==> src/pkg/scb_pkg.sv <==
// package: field layout and encodings of the servo command/status bytes
package scb_pkg;
    localparam int MSG_BYTES = 8;
    // general command byte
    localparam int CMD_FMT_BIT = 7;
    localparam int CMD_CLR_BIT = 5;
    localparam int CMD_HALT_BIT = 4;
    localparam int CMD_DRV_BIT = 1;
    localparam int CMD_EXE_BIT = 0;
    // move byte 2 / byte 3
    localparam int MV_ZERO_BIT = 7;
    localparam int MV_TABLE_BIT = 6;
    localparam int MV_STATION_BIT = 5;
    localparam int MV_INC_BIT = 4;
    localparam int MV_CONST_BIT = 3;
    localparam int MV_PAUSE_BIT = 1;
    localparam int MV_ABORT_BIT = 0;
    localparam int MV_REV_BIT = 1;
    localparam int MV_REL_BIT = 0;
    // move command codes
    localparam logic [3:0] CODE_NOP = 4'h0;
    localparam logic [3:0] CODE_SIMPLE = 4'h1;
    localparam logic [3:0] CODE_EXT = 4'h2;
    localparam logic [3:0] CODE_NOTCH = 4'h3;
    localparam logic [3:0] CODE_MULTI = 4'h4;
    // response types
    localparam logic [3:0] RSP_CMD_POS = 4'h0;
    localparam logic [3:0] RSP_CUR_POS = 4'h1;
    localparam logic [3:0] RSP_POS_ERR = 4'h2;
    localparam logic [3:0] RSP_CMD_SPD = 4'h3;
    localparam logic [3:0] RSP_CUR_SPD = 4'h4;
    localparam logic [3:0] RSP_TORQUE = 4'h5;
    localparam logic [3:0] RSP_STATION = 4'ha;
    localparam logic [3:0] RSP_TABLE = 4'hb;
    localparam logic [2:0] SEL_NONE = 3'h0;
    localparam logic [7:0] RESET_BYTE = 8'h00;
    localparam logic [1:0] SYNC_RESET = 2'h0;
    typedef enum logic [2:0] {
        MV_IDLE = 3'b001,
        MV_RUN = 3'b010,
        MV_STOP = 3'b100
    } scb_mv_e;
endpackage

==> src/verilog/scb_core.sv <==
// servo command interpreter: decodes command byte 0 and move bytes, builds status byte 0
`timescale 1ns/1ps
// Overview of operation
// - command and response messages are eight bytes; byte 0 general, 1-7 data
// - command bit 7 picks move or set/read layout for bytes 1 to 7
// - command bits: 5 alarm clear, 4 halt, 1 drive enable, 0 execute
// - alarm clear request wipes current alarms and warnings
// - halt falling edge cancels move, stops travel, drive off once stopped
// - halt is active low; emergency stop lasts while it is 0
// - after emergency stop, enable must go 0 then 1 to restart drive
// - drive on at enable rising edge, stays while 1, off when 0
// - after alarm trip, enable must toggle 0 then 1 before restart
// - execute rising edge starts the selected command with presented data
// - status bits: 7 format, 6 ready, 5 supply, 4 halt, 3 fault, 2 caution
// - format echo equals the received format select bit
// - ready low during enable, parameter access, power-up, module reset, init
// - supply flag follows main power; without it enable and commands refused
// - halt state flag is 1 while halt request is 0
// - fault flag sets on alarm, clears only through alarm clear
// - caution flag sets on warning; blocks data-setting commands only
// - drive enabled flag needs enable 1, drive on, no halt, reset, alarm
// - execute ack mirrors the received execute request
// - move byte 1: response type high, code low; byte 2 motion bits
// - move byte 3: reverse bit 1, relative bit 0; bytes 4-7 data
// - move codes 0 to 4: nop, simple, external, notch, multi-speed
// - response types 0-5, 10, 11 select the response data
// - abort stops and discards travel; ends at target, not in progress
// - in progress flag high while executing, low on completion or stop
module scb_core #(
    parameter int INIT_CYCLES = 16
) (
    input wire logic clk,
    input wire logic rst_n,
    input wire logic msg_valid,
    input wire logic [7:0] cmd_b0,
    input wire logic [7:0] cmd_b1,
    input wire logic [7:0] cmd_b2,
    input wire logic [7:0] cmd_b3,
    input wire logic main_power,
    input wire logic alarm_event,
    input wire logic warning_event,
    input wire logic motor_stopped,
    input wire logic move_done,
    input wire logic param_busy,
    input wire logic module_reset,
    input wire logic data_set_cmd,
    output logic [7:0] status_b0,
    output logic drive_on,
    output logic axis_stop,
    output logic move_start,
    output logic [3:0] move_code,
    output logic [3:0] rsp_sel,
    output logic reverse_select,
    output logic relative_select,
    output logic in_progress_flag,
    output logic at_target_flag,
    output logic data_set_start
);
    // ************************************************************
    // input synchronisers
    // ************************************************************
    logic [1:0] pwr_s;
    logic [1:0] alm_s;
    logic [1:0] wrn_s;
    logic [1:0] stp_s;
    logic [1:0] done_s;
    logic [1:0] prm_s;
    logic [1:0] mrst_s;
    // pins from the drive side are asynchronous, two stages each
    always_ff @(posedge clk or negedge rst_n) begin
        if (!rst_n) begin
            pwr_s <= scb_pkg::SYNC_RESET;
            alm_s <= scb_pkg::SYNC_RESET;
            wrn_s <= scb_pkg::SYNC_RESET;
            stp_s <= scb_pkg::SYNC_RESET;
            done_s <= scb_pkg::SYNC_RESET;
            prm_s <= scb_pkg::SYNC_RESET;
            mrst_s <= scb_pkg::SYNC_RESET;
        end else begin
            pwr_s <= {pwr_s[0], main_power};
            alm_s <= {alm_s[0], alarm_event};
            wrn_s <= {wrn_s[0], warning_event};
            stp_s <= {stp_s[0], motor_stopped};
            done_s <= {done_s[0], move_done};
            prm_s <= {prm_s[0], param_busy};
            mrst_s <= {mrst_s[0], module_reset};
        end
    end
    wire logic pwr = pwr_s[1];
    wire logic stopped = stp_s[1];
    wire logic mrst = mrst_s[1];

    // ************************************************************
    // command byte capture and edges
    // ************************************************************
    // of byte 0 only bits 7, 5, 4, 1, 0 are looked at; reserved bits 6, 3, 2 are ignored
    logic fmt;
    logic clr;
    logic halt_n;
    logic drv_req;
    logic exe_req;
    logic [7:0] b1;
    logic [7:0] b2;
    logic [7:0] b3;
    always_ff @(posedge clk or negedge rst_n) begin
        if (!rst_n) begin
            fmt <= 1'b0;
            clr <= 1'b0;
            halt_n <= 1'b1;
            drv_req <= 1'b0;
            exe_req <= 1'b0;
            b1 <= scb_pkg::RESET_BYTE;
            b2 <= scb_pkg::RESET_BYTE;
            b3 <= scb_pkg::RESET_BYTE;
        end else if (msg_valid) begin
            fmt <= cmd_b0[scb_pkg::CMD_FMT_BIT];
            clr <= cmd_b0[scb_pkg::CMD_CLR_BIT];
            halt_n <= cmd_b0[scb_pkg::CMD_HALT_BIT];
            drv_req <= cmd_b0[scb_pkg::CMD_DRV_BIT];
            exe_req <= cmd_b0[scb_pkg::CMD_EXE_BIT];
            b1 <= cmd_b1; // bytes 1-3 latched on the same message as byte 0
            b2 <= cmd_b2;
            b3 <= cmd_b3;
        end
    end
    logic halt_d;
    logic drv_d;
    logic exe_d;
    always_ff @(posedge clk or negedge rst_n) begin
        if (!rst_n) begin
            halt_d <= 1'b1;
            drv_d <= 1'b0;
            exe_d <= 1'b0;
        end else begin
            halt_d <= halt_n;
            drv_d <= drv_req;
            exe_d <= exe_req;
        end
    end
    wire logic halt_fall = halt_d && !halt_n;
    wire logic drv_rise = drv_req && !drv_d;
    wire logic exe_rise = exe_req && !exe_d;
    wire logic is_move = !fmt;

    // ************************************************************
    // alarm and warning flags
    // ************************************************************
    // set wins over a clear arriving in the same cycle
    logic fault;
    logic caution;
    always_ff @(posedge clk or negedge rst_n) begin
        if (!rst_n) begin
            fault <= 1'b0;
            caution <= 1'b0;
        end else begin
            fault <= alm_s[1] || (fault && !clr);
            caution <= wrn_s[1] || (caution && !clr);
        end
    end

    // ************************************************************
    // init count-up after reset, and ready
    // ************************************************************
    logic [15:0] init_cnt;
    always_ff @(posedge clk or negedge rst_n) begin
        if (!rst_n) begin
            init_cnt <= 16'h0000;
        end else if (mrst) begin
            init_cnt <= 16'h0000; // module reset restarts initialisation
        end else if (init_cnt != 16'(INIT_CYCLES)) begin
            init_cnt <= init_cnt + 16'h0001;
        end
    end
    wire logic init_busy = (init_cnt != 16'(INIT_CYCLES)) || mrst;
    logic drv_settle;
    wire logic ready = !init_busy && !prm_s[1] && !drv_settle && pwr;

    // ************************************************************
    // drive enable
    // ************************************************************
    // drive only restarts on a fresh rising edge, so a level held at 1
    // through a halt or alarm never restarts the motor on its own
    logic drv;
    logic stopping;
    wire logic drv_block = !halt_n || fault || mrst || !pwr;
    always_ff @(posedge clk or negedge rst_n) begin
        if (!rst_n) begin
            drv <= 1'b0;
            drv_settle <= 1'b0;
        end else begin
            drv_settle <= drv_rise && !drv_block; // ready dips while enabling
            if (!drv_req || fault || mrst || !pwr) begin
                drv <= 1'b0;
            end else if (!halt_n) begin
                if (stopped) begin
                    drv <= 1'b0; // off once the motor rests
                end
            end else if (drv_rise) begin
                drv <= 1'b1;
            end
        end
    end

    // ************************************************************
    // move sequencer
    // ************************************************************
    scb_pkg::scb_mv_e mv;
    wire logic code_ok = b1[3:0] inside {scb_pkg::CODE_SIMPLE, scb_pkg::CODE_EXT,
        scb_pkg::CODE_NOTCH, scb_pkg::CODE_MULTI};
    wire logic abort = b2[scb_pkg::MV_ABORT_BIT];
    wire logic go = exe_rise && is_move && code_ok && ready && drv && halt_n && !abort;
    always_ff @(posedge clk or negedge rst_n) begin
        if (!rst_n) begin
            mv <= scb_pkg::MV_IDLE;
            stopping <= 1'b0;
        end else begin
            unique case (mv)
                scb_pkg::MV_IDLE: begin
                    if (go) begin
                        mv <= scb_pkg::MV_RUN;
                    end
                end
                scb_pkg::MV_RUN: begin
                    if (halt_fall || !halt_n || abort || !drv) begin
                        mv <= scb_pkg::MV_STOP;
                    end else if (done_s[1]) begin
                        mv <= scb_pkg::MV_IDLE;
                    end
                end
                scb_pkg::MV_STOP: begin
                    if (stopped) begin
                        mv <= scb_pkg::MV_IDLE; // remaining travel discarded
                    end
                end
                default: begin
                    mv <= scb_pkg::MV_IDLE;
                end
            endcase
            stopping <= (mv == scb_pkg::MV_RUN) && (!halt_n || abort || !drv);
        end
    end

    // ************************************************************
    // outputs
    // ************************************************************
    // status byte and drive-side strobes, all registered
    always_ff @(posedge clk or negedge rst_n) begin
        if (!rst_n) begin
            status_b0 <= scb_pkg::RESET_BYTE;
            drive_on <= 1'b0;
            axis_stop <= 1'b0;
            move_start <= 1'b0;
            move_code <= scb_pkg::CODE_NOP;
            rsp_sel <= scb_pkg::RSP_CMD_POS;
            reverse_select <= 1'b0;
            relative_select <= 1'b0;
            in_progress_flag <= 1'b0;
            at_target_flag <= 1'b0;
            data_set_start <= 1'b0;
        end else begin
            status_b0 <= {fmt, ready, pwr, !halt_n, fault, caution,
                drv && drv_req && halt_n && !mrst && !fault, exe_req};
            drive_on <= drv;
            axis_stop <= halt_fall || stopping || (mv == scb_pkg::MV_STOP);
            move_start <= go;
            if (go) begin
                move_code <= b1[3:0];
            end
            // unlisted response types fall back to command position
            rsp_sel <= (b1[7:4] inside {scb_pkg::RSP_CMD_POS, scb_pkg::RSP_CUR_POS,
                scb_pkg::RSP_POS_ERR, scb_pkg::RSP_CMD_SPD, scb_pkg::RSP_CUR_SPD,
                scb_pkg::RSP_TORQUE, scb_pkg::RSP_STATION, scb_pkg::RSP_TABLE})
                ? b1[7:4] : scb_pkg::RSP_CMD_POS;
            reverse_select <= b3[scb_pkg::MV_REV_BIT];
            relative_select <= b3[scb_pkg::MV_REL_BIT];
            in_progress_flag <= (mv == scb_pkg::MV_RUN) && !(done_s[1] || abort || !halt_n);
            if (go) begin
                at_target_flag <= 1'b0;
            end else if (mv != scb_pkg::MV_IDLE && (done_s[1] || (mv == scb_pkg::MV_STOP
                && stopped && abort))) begin
                at_target_flag <= 1'b1;
            end
            // data setting blocked while a warning stands
            data_set_start <= exe_rise && fmt && data_set_cmd && !caution && ready && pwr;
        end
    end
endmodule

==> config.mk <==
export PLATFORM = sky130hd
export DESIGN_NAME = scb_core
export DESIGN_NICKNAME = d
export VERILOG_FILES = /design/src/pkg/scb_pkg.sv /design/src/verilog/scb_core.sv
export SDC_FILE = /design/constraint.sdc
export NUM_CORES = 1
export LEC_CHECK = 0
export ABC_AREA = 0
export BUFFER_PORTS_ARGS = -buffer_cell sky130_fd_sc_hd__buf_2
export CAP_MARGIN = 10
export CORE_MARGIN = 4
export CORE_UTILIZATION = 42
export CTS_CLUSTER_SIZE = 14
export DETAILED_ROUTE_END_ITERATION = 12
export PLACE_DENSITY = 0.7
export SYNTH_ARGS = -nofsm -noshare
export SYNTH_HDL_FRONTEND = slang
export SYNTH_SLANG_ARGS = --single-unit
==> constraint.sdc <==
create_clock -name clk -period 5.87 [get_ports clk]
set_clock_uncertainty 0.1 [all_clocks]
set_input_delay 0.587 -clock clk [delete_from_list [all_inputs] [get_ports clk]]
set_output_delay 0.587 -clock clk [all_outputs]
set_load 0.01 [all_outputs]
# ---- Word level (Yosys, flattened, before mapping)
# Index checks and enable logic that the tools add are counted.
dict set report op_classes {
  add_sub_neg 1
  n_eq_ne 20
  muxes 14
  reduce_logical 73
}
# op n
set op_table {}
lappend op_table {{$mux 16} 2}
lappend op_table {{$logic_and 1x1->1} 29}
lappend op_table {{$logic_or 1x1->1} 19}
lappend op_table {{$logic_not 1->1} 17}
lappend op_table {{$add 16x1->16 const B} 1}
lappend op_table {{$eq 4x2->1 const B} 4}
lappend op_table {{$ne 16x5->1 const B} 1}
lappend op_table {{$eq 4x3->1 const B} 3}
lappend op_table {{$mux 3} 4}
lappend op_table {{$pmux 3 s3} 1}
lappend op_table {{$eq 4x1->1 const B} 2}
lappend op_table {{$eq 4x4->1 const B} 2}
lappend op_table {{$reduce_bool 8->1} 1}
lappend op_table {{$mux 1} 6}
lappend op_table {{$ne 3x1->1 const B} 2}
lappend op_table {{$logic_not 4->1} 1}
lappend op_table {{$mux 4} 1}
lappend op_table {{$ne 2x2->1 const B} 2}
lappend op_table {{$reduce_bool 2->1} 2}
lappend op_table {{$reduce_bool 4->1} 1}
lappend op_table {{$eq 3x1->1 const B} 1}
lappend op_table {{$eq 3x2->1 const B} 1}
lappend op_table {{$eq 3x3->1 const B} 1}
lappend op_table {{$ne 3x3->1 const B} 1}
lappend op_table {{3 further kinds} 3}
dict set report word_totals {
  regBits 81
  inputBits 43
  word_cells 144
}

# ---- Logic depth before layout (Yosys ltp)
# Gate-level depths: netlist of run 1.
dict set report depth {
  ltp_word 12
  depth_mapped 6
}

# ---- Least setup slack after synthesis of run 1
# Ideal clock, no wire load.
dict set report synth_path {
  kind {reg-to-reg}
  start {register init_cnt[0]}
  end {register move_code[0]}
  t_arrival_ps 1804
  required_ps 5645
  path_slack_ps 3841
  path_stages_with_launch 7
  path_buffers 0
  period_less_slack_ps 2029
  cell_sequence {dfrtp_1 inv_1 ha_1 nor4b_4 nand4_4 nor4_4 mux2_4}
}
dict set report synth_via {
  elab_chain_len 10
}
# element line
set synth_rtl {}
lappend synth_rtl {{start, declared} scb_core.sv:164} ;# logic [15:0] init_cnt;
lappend synth_rtl {{start signal, assigned} scb_core.sv:171} ;# init_cnt <= init_cnt + 16'h0001;
lappend synth_rtl {{$ne 16x5->1} scb_core.sv:174} ;# wire logic init_busy = (init_cnt != 16'(INIT_CYCLES)) || mrst;
lappend synth_rtl {{$logic_or 1x1->1} scb_core.sv:174}
lappend synth_rtl {{$logic_not 1->1} scb_core.sv:176} ;# wire logic ready = !init_busy && !prm_s[1] && !drv_settle && pwr;
lappend synth_rtl {{$logic_and 1x1->1 (3 in series)} scb_core.sv:176}
lappend synth_rtl {{$logic_and 1x1->1 (4 in series)} scb_core.sv:211} ;# wire logic go = exe_rise && is_move && code_ok && ready && drv && halt_n && !abort;
lappend synth_rtl {{end signal, assigned} scb_core.sv:253} ;# move_code <= scb_pkg::CODE_NOP;
lappend synth_rtl {{end signal, assigned} scb_core.sv:267} ;# move_code <= b1[3:0];
lappend synth_rtl {{end, declared} scb_core.sv:51} ;# output logic [3:0] move_code,
# Every way passes these cells.
# A chain may end at the register's enable or synchronous reset.

# ---- Worst setup path after layout of run 1
dict set report layout_path {
  start {register mrst_s[1]}
  end {register move_code[0]}
}
dict set report layout_via {
  elab_chain_len 9
}
# element line
set layout_rtl {}
lappend layout_rtl {{start, declared} scb_core.sv:68} ;# logic [1:0] mrst_s;
lappend layout_rtl {{start signal, assigned} scb_core.sv:78} ;# mrst_s <= scb_pkg::SYNC_RESET;
lappend layout_rtl {{start signal, assigned} scb_core.sv:86} ;# mrst_s <= {mrst_s[0], module_reset};
lappend layout_rtl {{$logic_or 1x1->1} scb_core.sv:174}
lappend layout_rtl {{$logic_not 1->1} scb_core.sv:176}
lappend layout_rtl {{$logic_and 1x1->1 (3 in series)} scb_core.sv:176}
lappend layout_rtl {{$logic_and 1x1->1 (4 in series)} scb_core.sv:211}
# Every way passes these cells.

==> metrics.txt, run 1 <==
Placed Cells=368; biggest area consumer among synthesized cells=dfrtp_1; CP Data Required Time=6.00 ns; global-route usage over all layers=13.07%; drt drc=0; ANT nets after route=0; Post-DP HPWL=3.652 mm; Clock transition at path regs=0.09 ns; Worst Tran Pin Value=0.9466 ns; full die area=0.008713 mm^2; period utilization=40.15%; Die Y=93.35 um; sequential area share after synthesis=65.56%; WS Path Type=register to register; Post-Syn Area=0.003059 mm^2; Clk Latency, worst-skew pair=0.34 ns; Core Util, Final=51.60%; R2R depth=4; CTS Sinks=80; Clock Path Buffers=2; Fillers=606; row cnt=30; #FFs+latches synth=80; commonest non-fill, non-tap cell in the layout=dfrtp_1; GPL Wtd Cong=0.8255; wire length per cell=13.62 um; core area=0.006944 mm^2; Area Overhead vs Synth=17.14%; antenna cells=0; nets=328; Ports=67; final wirelength=5.231 mm; number of synthesized flops with an enable pin=0; number of DRC markers in iteration 0=92; Avg Cell Area, Syn=13.36 um^2; setup TNS=0 ns; share of cells above drive strength 1=33.33%; ranking of synthesized cells by area=dfrtp_1, mux2_2, xor2_1; H-tree depth=3; Initial Util=44.05%; first-pass iteration count of the detailed router=4; non-filler cells, final=384; max-slew violations=0; LEAKAGE=0.001684 uW; worst-path fanout max=18; crit start category=register; CTS buffer count=9; root buffer selected by CTS=clkbuf_8; die width=93.35 um; Hold Path Class=input port to register; CP arrival=2.49 ns; GRT Residual Overflow=0; final worst path period need=2.357 ns; Crit. End Element=register; hold slack=0.2431 ns; outcome=finished, final reports clean; largest net degree at the start of global routing=81; fmax=0.4243 GHz; final instance area=0.003583 mm^2; Gate Count Post-Synth=229; vias in the first global route=1,862; Final Hold Fails=0; Synth Flop Type=dfrtp_1; synth warn=0; Post-Syn Nets=274; Hold Path Cell Cnt=1; # hold bufs at CTS=0; via count=1,863; CTS tree=done; most frequent cells in the layout=dfrtp_1, buf_2, nor2_1; Resize count post-CTS=0; Final setup viols=0; max_slew headroom=36.89%; IO Port Bufs=50; initial antenna violation count=0; Cell variety after synth=47; Max-Cap Viols=0; DP Area=0.003393 mm^2; pwr dens=289.2 mW/mm^2; Synth top area share=62.99%; RSZ-0062 raised after global routing=false; postcts setup bufs=0; IR Drop Worst-Case VDD=0.0001926 V; first-pass GRT wire length=8.832 mm; post-DR vias/cell=4.852; post-synthesis async set-or-reset flop share=100.0%
[power by group]
group / internal, uW / switching (uW) / leakage (uW) / total (uW)
Combinational: 30.9 / 35.7 / 0.000588 / 66.6
Sequential: 580 / 17.3 / 0.00100 / 597
Clock: 171 / 202 / 0.0000910 / 373
Total: 781 / 255 / 0.00168 / 1040
[logic make-up (layout without fill, tap and decap cells)]
kind of cell,after synthesis,after routing,synth area share (%)
AO/OA/AOI/OAI,25,25,4.744
AND/OR/NAND/NOR,81,81,16.89
multiplexers,18,18,6.953
XOR/XNOR,11,11,3.149
flip-flops,80,80,65.56
buffers and inverters,12,71,1.881
adder cells (fa/ha/maj),2,2,0.8179
[layer usage]
| metal | wire (um) | part of all wire [%] | GRT usage [%] |
|---|---|---|---|
| met2 | 2597 | 50 | 20.79 |
| met1 | 2318 | 44 | 16.59 |
| met4 | 96 | 1.8 | 6.716 |
| met3 | 219 | 4.2 | 3.138 |
| met5 | 0 | 0 | 0 |
[per-stage QoR]
step	power (uW)	setup WS, ns
after floorplan	640.3	3.841
after global placement	673.5	3.532
after detailed placement	676.8	3.524
after CTS	1054	3.527
after global routing	1091	3.448
final	1036	3.513
[worst max-delay path: stages (launching register included)]
cell and delay (ns):
dfrtp_1 0.61, nor4b_2 0.53, nand2_1 0.16, nor4_4 0.51
mux2_4 0.35
[cells in the mapped netlist, drive strengths merged (2+ instances only)]
| master | count |
|---|---|
| or3 | 3 |
| dfstp | 3 |
| nand2 | 14 |
| inv | 5 |
| nor4b | 3 |
| and3 | 4 |
| nand4 | 6 |
| nand2b | 3 |
| a21o | 2 |
| and2 | 4 |
| and4 | 2 |
| buf | 4 |
| a21oi | 10 |
| nand3 | 6 |
| ha | 2 |
| o22ai | 2 |
| clkbuf | 3 |
| nor2 | 18 |
| nor2b | 3 |
| mux2 | 17 |
| xor2 | 10 |
| and2b | 2 |
| nor4 | 4 |
| or3b | 2 |
| dfrtp | 77 |
| o21ai | 7 |
| nor3 | 2 |
[final timing paths]
path                               start      endpoint  slack [ns]
min in group asynchronous          rst_n   init_cnt[9]        0.29
max in group asynchronous          rst_n           drv        4.77
hold / removal             motor_stopped      stp_s[0]        0.24
setup reg to reg               mrst_s[1]  move_code[0]        3.51
setup / recovery               mrst_s[1]  move_code[0]        3.51
hold reg to reg                 prm_s[0]      prm_s[1]        0.25
[layout make-up]
type	instances	area, um^2	share of cell area [%]
flip-flops and latches	80	2006	55.97
clock buffers	10	137.6	3.841
multi-input cells	137	996.0	27.79
inverters	5	18.77	0.5237
clock inverters	6	52.55	1.466
well taps	96	120.1	3.352
repair buffers	50	252.7	7.053
[sequential cells by signal (all words and copies together), names as in the netlist, 2 cells and up]
register   cells
mrst_s         2
mv             3
alm_s          2
done_s         2
prm_s          2
pwr_s          2
status_b0      8
rsp_sel        4
b3             2
move_code      4
stp_s          2
b1             8
init_cnt      16
wrn_s          2
No activity file was read; power rests on OpenSTA's default activity.
==> run 2, diff against run 1 <==
- ABC_AREA: 0 -> 1
- clock period: 5.87 -> 2.3 ns (I/O delays scaled with it)
==> metrics.txt, run 2 <==
final wirelength=6.101 mm (+17%); most frequent cell after synthesis=dfrtp_1; Initial Util=43.05% (-1.0 points); sequential area share after synthesis=64.59% (-0.98 points); GRT Residual Overflow=0 (unchanged); Biggest register=init_cnt; cell repeated most along the worst path=nor2_1; Gate Count Post-Synth=304 (+33%); Commonest cells post-synth=dfrtp_1, nand2_1, inv_1, nor2_1, o21ai_0; antenna cells=0 (unchanged); reg-to-reg setup timing slack=0.62 ns (-2.89 ns); Post-Syn Nets=349 (+27%); Avg Cell Area, Syn=10.22 um^2 (-24%); initial antenna violation count=0 (unchanged); max-slew violations=0 (unchanged); worst-path fanout max=3 (-15); GPL Wtd Cong=0.8750 (+6.0%); postcts setup bufs=0 (unchanged); R2R Path End=at_target_flag; drt drc=0 (unchanged); RSZ-0062 raised after global routing=false; Clk Latency, worst-skew pair=0.35 ns (about the same); dpl ws=0.6263 ns (-2.898 ns); setup TNS=0 ns (unchanged); first-pass iteration count of the detailed router=4 (unchanged); Largest regs=init_cnt (16), b1 (8), status_b0 (8); Worst Tran Pin Value=0.4983 ns (-0.4483 ns); Final Hold Fails=0 (unchanged); max FFs per register=16 (unchanged); Crit. End Element=register; outcome=finished, final reports clean; worst-path cell chain=inv_1 -> ha_1 -> inv_1 -> nor2_1 -> nand2_1 -> nor2_1 -> nand3_1 -> nor2_1 -> nand2_1 -> inv_1 -> nor2_1; Final setup viols=0 (unchanged); share of cells above drive strength 1=22.28% (-11 points); WHS Endpoint=data_set_start; via count=2,260 (+21%); R2R depth=11 (+7); CTS buffer count=9 (unchanged); CTS Sinks=80 (unchanged); final worst path period need=1.681 ns (-0.6758 ns); post-synthesis async set-or-reset flop share=100.0% (unchanged); Synth Flop Type=dfrtp_1; nets=427 (+30%); Buf+Inv Stages, Crit Path=3 (+3); Post-Syn Area=0.003105 mm^2 (+1.5%); CTS tree=done; #FFs+latches synth=80 (unchanged); Hold Path Cell Cnt=3 (+2); row cnt=31 (+3.3%); commonest non-fill, non-tap cell in the layout=dfrtp_1; IR Drop Worst-Case VDD=0.0004638 V (+140%); total chip power=2957 uW (+190%); CP Data Required Time=2.43 ns (-3.57 ns); critical path's slowest cell=dfrtp_1; Ports=67 (unchanged); LEAKAGE=0.001948 uW (+16%); post-DR vias/cell=4.660 (-4.0%); DP Area=0.003480 mm^2 (+2.5%); largest net degree at the start of global routing=41 (-49%); first-pass GRT wire length=10.59 mm (+20%); Top Family by Delay on Critical Path=simple AND/OR/NAND/NOR gates; final instance area=0.003929 mm^2 (+9.6%); wire length per cell=12.58 um (-7.7%); WS Path Type=register to register; vias in the first global route=2,363 (+27%); Clock transition at path regs=0.08 ns (about the same); pwr dens=752.6 mW/mm^2 (+160%); biggest area consumer among synthesized cells=dfrtp_1; die width=93.99 um (+0.69%); fmax=0.5949 GHz (+40%); root buffer selected by CTS=clkbuf_8; ANT nets after route=0 (unchanged); Synth top area share=62.05% (-0.94 points); slowest stage delay, CP=0.41 ns (-0.20 ns); origin of the critical flop-to-flop path=init_cnt[0]; core area=0.007214 mm^2 (+3.9%); most frequent cells in the layout=dfrtp_1, nand2_1, buf_2; Hold Path Class=input port to register; Cell variety after synth=32 (-32%); Clock Path Buffers=2 (unchanged); Core Util, Final=54.46% (+2.9 points); number of synthesized flops with an enable pin=0 (unchanged); synth warn=0 (unchanged); Max-Cap Viols=0 (unchanged); H-tree depth=3 (unchanged); full die area=0.008834 mm^2 (+1.4%); CP arrival=1.81 ns (-0.68 ns); global-route usage over all layers=15.54% (+2.5 points); Final WS setup=0.6190 ns (-2.894 ns); period utilization=73.09% (+33 points); crit start category=register; Die Y=93.99 um (+0.69%); max_slew headroom=66.78% (+30 points); critical path depth=11 (+7); Post-DP HPWL=4.145 mm (+13%); IO Port Bufs=50 (unchanged); Area Overhead vs Synth=26.51%; min-delay src=data_set_cmd; number of DRC markers in iteration 0=88 (-4.3%); ranking of synthesized cells by area=dfrtp_1, nand2_1, inv_1
[run 2: cell count changes in the layout (fill, tap and decap cells not counted), moves of 4 or more]
cell,previous run,this run
nand2_1,14,51
xor2_1,10,3
inv_1,5,39
nand3_1,6,16
and3_1,4,0
o21ai_0,7,20
mux2_2,14,5
dlygate4sd3_1,0,21
nor2_1,18,37
[run 2: cell families after synthesis]
family | count (synthesis) | share of synthesized area (%)
compound gates | 39 | 6.689
xor+xnor | 3 | 0.8462
fa+ha+maj | 2 | 0.8057
buf+inv | 46 | 5.802
flops | 80 | 64.59
mux | 5 | 1.813
simple gates | 129 | 19.46
[run 2: final cells by class]
| type | count | area [um^2] |
|---|---|---|
| clock buffer | 9 | 123.9 |
| tap | 99 | 123.9 |
| fill | 646 | 3286 |
| inverter | 40 | 150.1 |
| clock inverter | 6 | 115.1 |
| timing repair buffer | 73 | 490.5 |
| multi-input combinational | 178 | 919.6 |
| sequential | 80 | 2006 |
[run 2: report_power, final]
part	switching [uW]	internal (uW)	total (uW)	leakage, uW
registers	38.0	1480	1510	0.00101
logic	118	92.3	210	0.000822
clock network	510	722	1230	0.000116
total	666	2290	2960	0.00195
[run 2: worst max path at each step]
stage	start	endpoint	slack, ns
after detailed placement	init_cnt[0]	at_target_flag	0.63
after floorplan	init_cnt[0]	init_cnt[2]	0.80
after CTS	init_cnt[0]	at_target_flag	0.60
after global placement	init_cnt[0]	at_target_flag	0.64
final	init_cnt[0]	at_target_flag	0.62
after global routing	init_cnt[0]	at_target_flag	0.36
[run 2: per-layer routing]
layer | up-vias | global-route usage [%] | wire length, um | share of wire [%]
met4 | 0 | 5.776 | 93 | 1.5
li1 | 1126 | - | - | -
met5 | - | 0 | 0 | 0
met2 | 53 | 25.31 | 2945 | 48
met1 | 1071 | 19.03 | 2660 | 44
met3 | 10 | 5.449 | 401 | 6.6
[run 2: worst min-delay path: cells and delay by family]
family | cells | cell delay (ns)
and+or+nand+nor | 2 | 0.11
buffers and inverters | 1 | 0.09
[run 2: through the flow]
step	instances	hold slack [ns]
floorplan	304	-0.1656
global placement	449	0.1297
detailed placement	449	0.1379
CTS	485	0.006448
global route	485	0.009599
finish	485	0.01987
[run 2: what timing repair did]
item,4_1_cts,5_1_grt
resized for setup,0,0
hold buffers,21,0
endpoints found under the hold margin,58,0
setup endpoints to repair,0,0
==> run 3, diff against run 2 <==
- PLACE_DENSITY: 0.7 -> 0.73
- clock period: 2.3 -> 1.4 ns (I/O delays scaled with it)
==> metrics.txt, run 3 (same netlist as run 2, synthesis figures left out) <==
period utilization=115.0% (+42 points); most frequent cells in the layout=dfrtp_1, buf_2, nand2_1; Biggest register=init_cnt; Clk Latency, worst-skew pair=0.35 ns (about the same); RSZ-0062 raised after global routing=true; initial antenna violation count=0 (unchanged); max_slew headroom=76.79% (+10 points); Clock Path Buffers=2 (unchanged); GRT Residual Overflow=0 (unchanged); design internal power=3541 uW (+55%); Post-DP HPWL=4.590 mm (+11%); max FFs per register=16 (unchanged); Fillers=585 (-9.4%); IR Drop Worst-Case VDD=0.0008517 V (+84%); CP Data Required Time=1.54 ns (-0.89 ns); root buffer selected by CTS=clkbuf_8; Sequential cell area=0.002008 mm^2 (+0.13%); first-pass GRT wire length=11.76 mm (+11%); Hold Path Class=input port to register; Worst Tran Pin Value=0.3482 ns (-0.1502 ns); antenna cells=0 (unchanged); first-pass iteration count of the detailed router=6 (+2); CTS buffer count=9 (unchanged); outcome=finished, violations left; crit start category=register; wire length per cell=13.57 um (+7.9%); nets=473 (+11%); CP arrival=1.75 ns (-0.06 ns); share of cells above drive strength 1=38.34% (+16 points); Largest regs=init_cnt (16), b1 (8), status_b0 (8); Max-Cap Viols=0 (unchanged); CTS tree=done; Crit. End Element=register; Die Y=93.99 um (unchanged); Final setup viols=19 (+19); full die area=0.008834 mm^2 (unchanged); IO Port Bufs=50 (unchanged); final worst path period need=1.610 ns (-0.07101 ns); Reg power frac=52.5% (+1.3 points); Clock transition at path regs=0.09 ns (about the same); CTS Sinks=80 (unchanged); final instance area=0.004429 mm^2 (+13%); DP Area=0.003720 mm^2 (+6.9%); max-slew violations=0 (unchanged); drt drc=0 (unchanged); failing checks=setup timing; ANT nets after route=0 (unchanged); Core Util, Final=61.39% (+6.9 points); final wirelength=7.218 mm (+18%); Initial Util=43.05% (unchanged); fmax=0.6211 GHz (+4.4%); H-tree depth=3 (unchanged); Clock power frac=37.8% (-3.9 points); switching power total=1197 uW (+80%); core area=0.007214 mm^2 (unchanged); die width=93.99 um (unchanged); Final Hold Fails=0 (unchanged); global-route usage over all layers=17.08% (+1.5 points); Area Overhead vs Synth=42.63%; largest net degree at the start of global routing=39 (-4.9%); post-DR vias/cell=4.695 (+0.77%); Final WS setup=-0.2100 ns (-0.8290 ns); sw frac=25.26% (+2.7 points); multi-input logic area=0.001071 mm^2 (+16%); GPL Wtd Cong=0.8124 (-7.2%); row cnt=31 (unchanged); commonest non-fill, non-tap cell in the layout=dfrtp_1; worst-path fanout max=2 (-1); via count=2,498 (+11%); setup TNS=-2.335 ns (-2.335 ns); Ports=67 (unchanged); WS Path Type=register to register; pwr dens=1070 mW/mm^2 (+42%); vias in the first global route=2,586 (+9.4%); number of DRC markers in iteration 0=83 (-5.7%); Comb power frac=9.8% (+2.7 points); LEAKAGE=0.002189 uW (+12%)
run 3: cell count changes in the layout (fill, tap and decap cells not counted), moves of 6 or more:
cell,change
buf_4,+37
nor2_1,-8
nor2_2,+6
o21ai_0,-7
o21ai_2,+6
run 3: metrics by stage:
step / worst slack (ns) / instances / hold slack, ns / total power (uW)
finish: -0.2100 / 532 / 0.03691 / 4737
global route: -0.3251 / 532 / 0.03743 / 4930
CTS: -0.1378 / 524 / 0.02072 / 4739
detailed placement: -0.1948 / 479 / -0.09361 / 2880
global placement: -0.1237 / 479 / -0.09443 / 2864
floorplan: -0.05367 / 304 / -0.2556 / 2682
run 3: critical path, stage by stage (launching register included):
cell and delay, ns:
dfrtp_1 0.41, inv_2 0.09, ha_4 0.14, inv_2 0.03, nor2_1 0.07, nand2_1 0.07
nor2_2 0.17, nand3_2 0.13, nor2_4 0.14, nand2_2 0.08, inv_2 0.06, nor2_1 0.03
run 3: power by group through the flow:
stage          Combinational (uW)  Clock (uW)  Sequential [uW]
2_1_floorplan                 150           0             2530
3_3_place_gp                  342           0             2520
3_5_place_dp                  352           0             2530
4_1_cts                       428        1830             2480
5_1_grt                       515        1920             2500
6_report                      463        1790             2490
run 3: layer usage:
metal  routed length [um]  up-vias  GRT usage (%)
met5                    0        -              0
met4                   85        0          4.573
met3                  451       11          5.769
met2                 3701       66          28.50
met1                 2981     1206          21.22
li1                     -     1215              -
run 3: final cells by class:
| class | instances | share of cell area, % |
|---|---|---|
| flip-flops and latches | 80 | 45.34 |
| multi-input cells | 178 | 24.18 |
| repair buffers | 119 | 19.52 |
| inverters | 40 | 3.390 |
| clock buffers | 10 | 3.107 |
| well taps | 99 | 2.797 |
| clock inverters | 6 | 1.667 |
run 3: repair_timing:
| item | in CTS | in global routing |
|---|---|---|
| pin swaps | 6 | 24 |
| setup endpoints to repair | 23 | 24 |
| hold buffers | 25 | 0 |
| gates resized for setup | 16 | 33 |
| endpoints found under the hold margin | 101 | 0 |
| setup buffers | 4 | 9 |
run 3: final timing paths:
kind,start,depth (start not counted),slack (ns),to
setup / recovery,init_cnt[1],11,-0.21,at_target_flag
min in group asynchronous,rst_n,2,0.07,init_cnt[10]
setup reg to reg,init_cnt[1],11,-0.21,at_target_flag
hold / removal,msg_valid,2,0.04,b3[0]
hold reg to reg,alm_s[0],0,0.25,alm_s[1]
max in group asynchronous,rst_n,3,0.50,mrst_s[1]
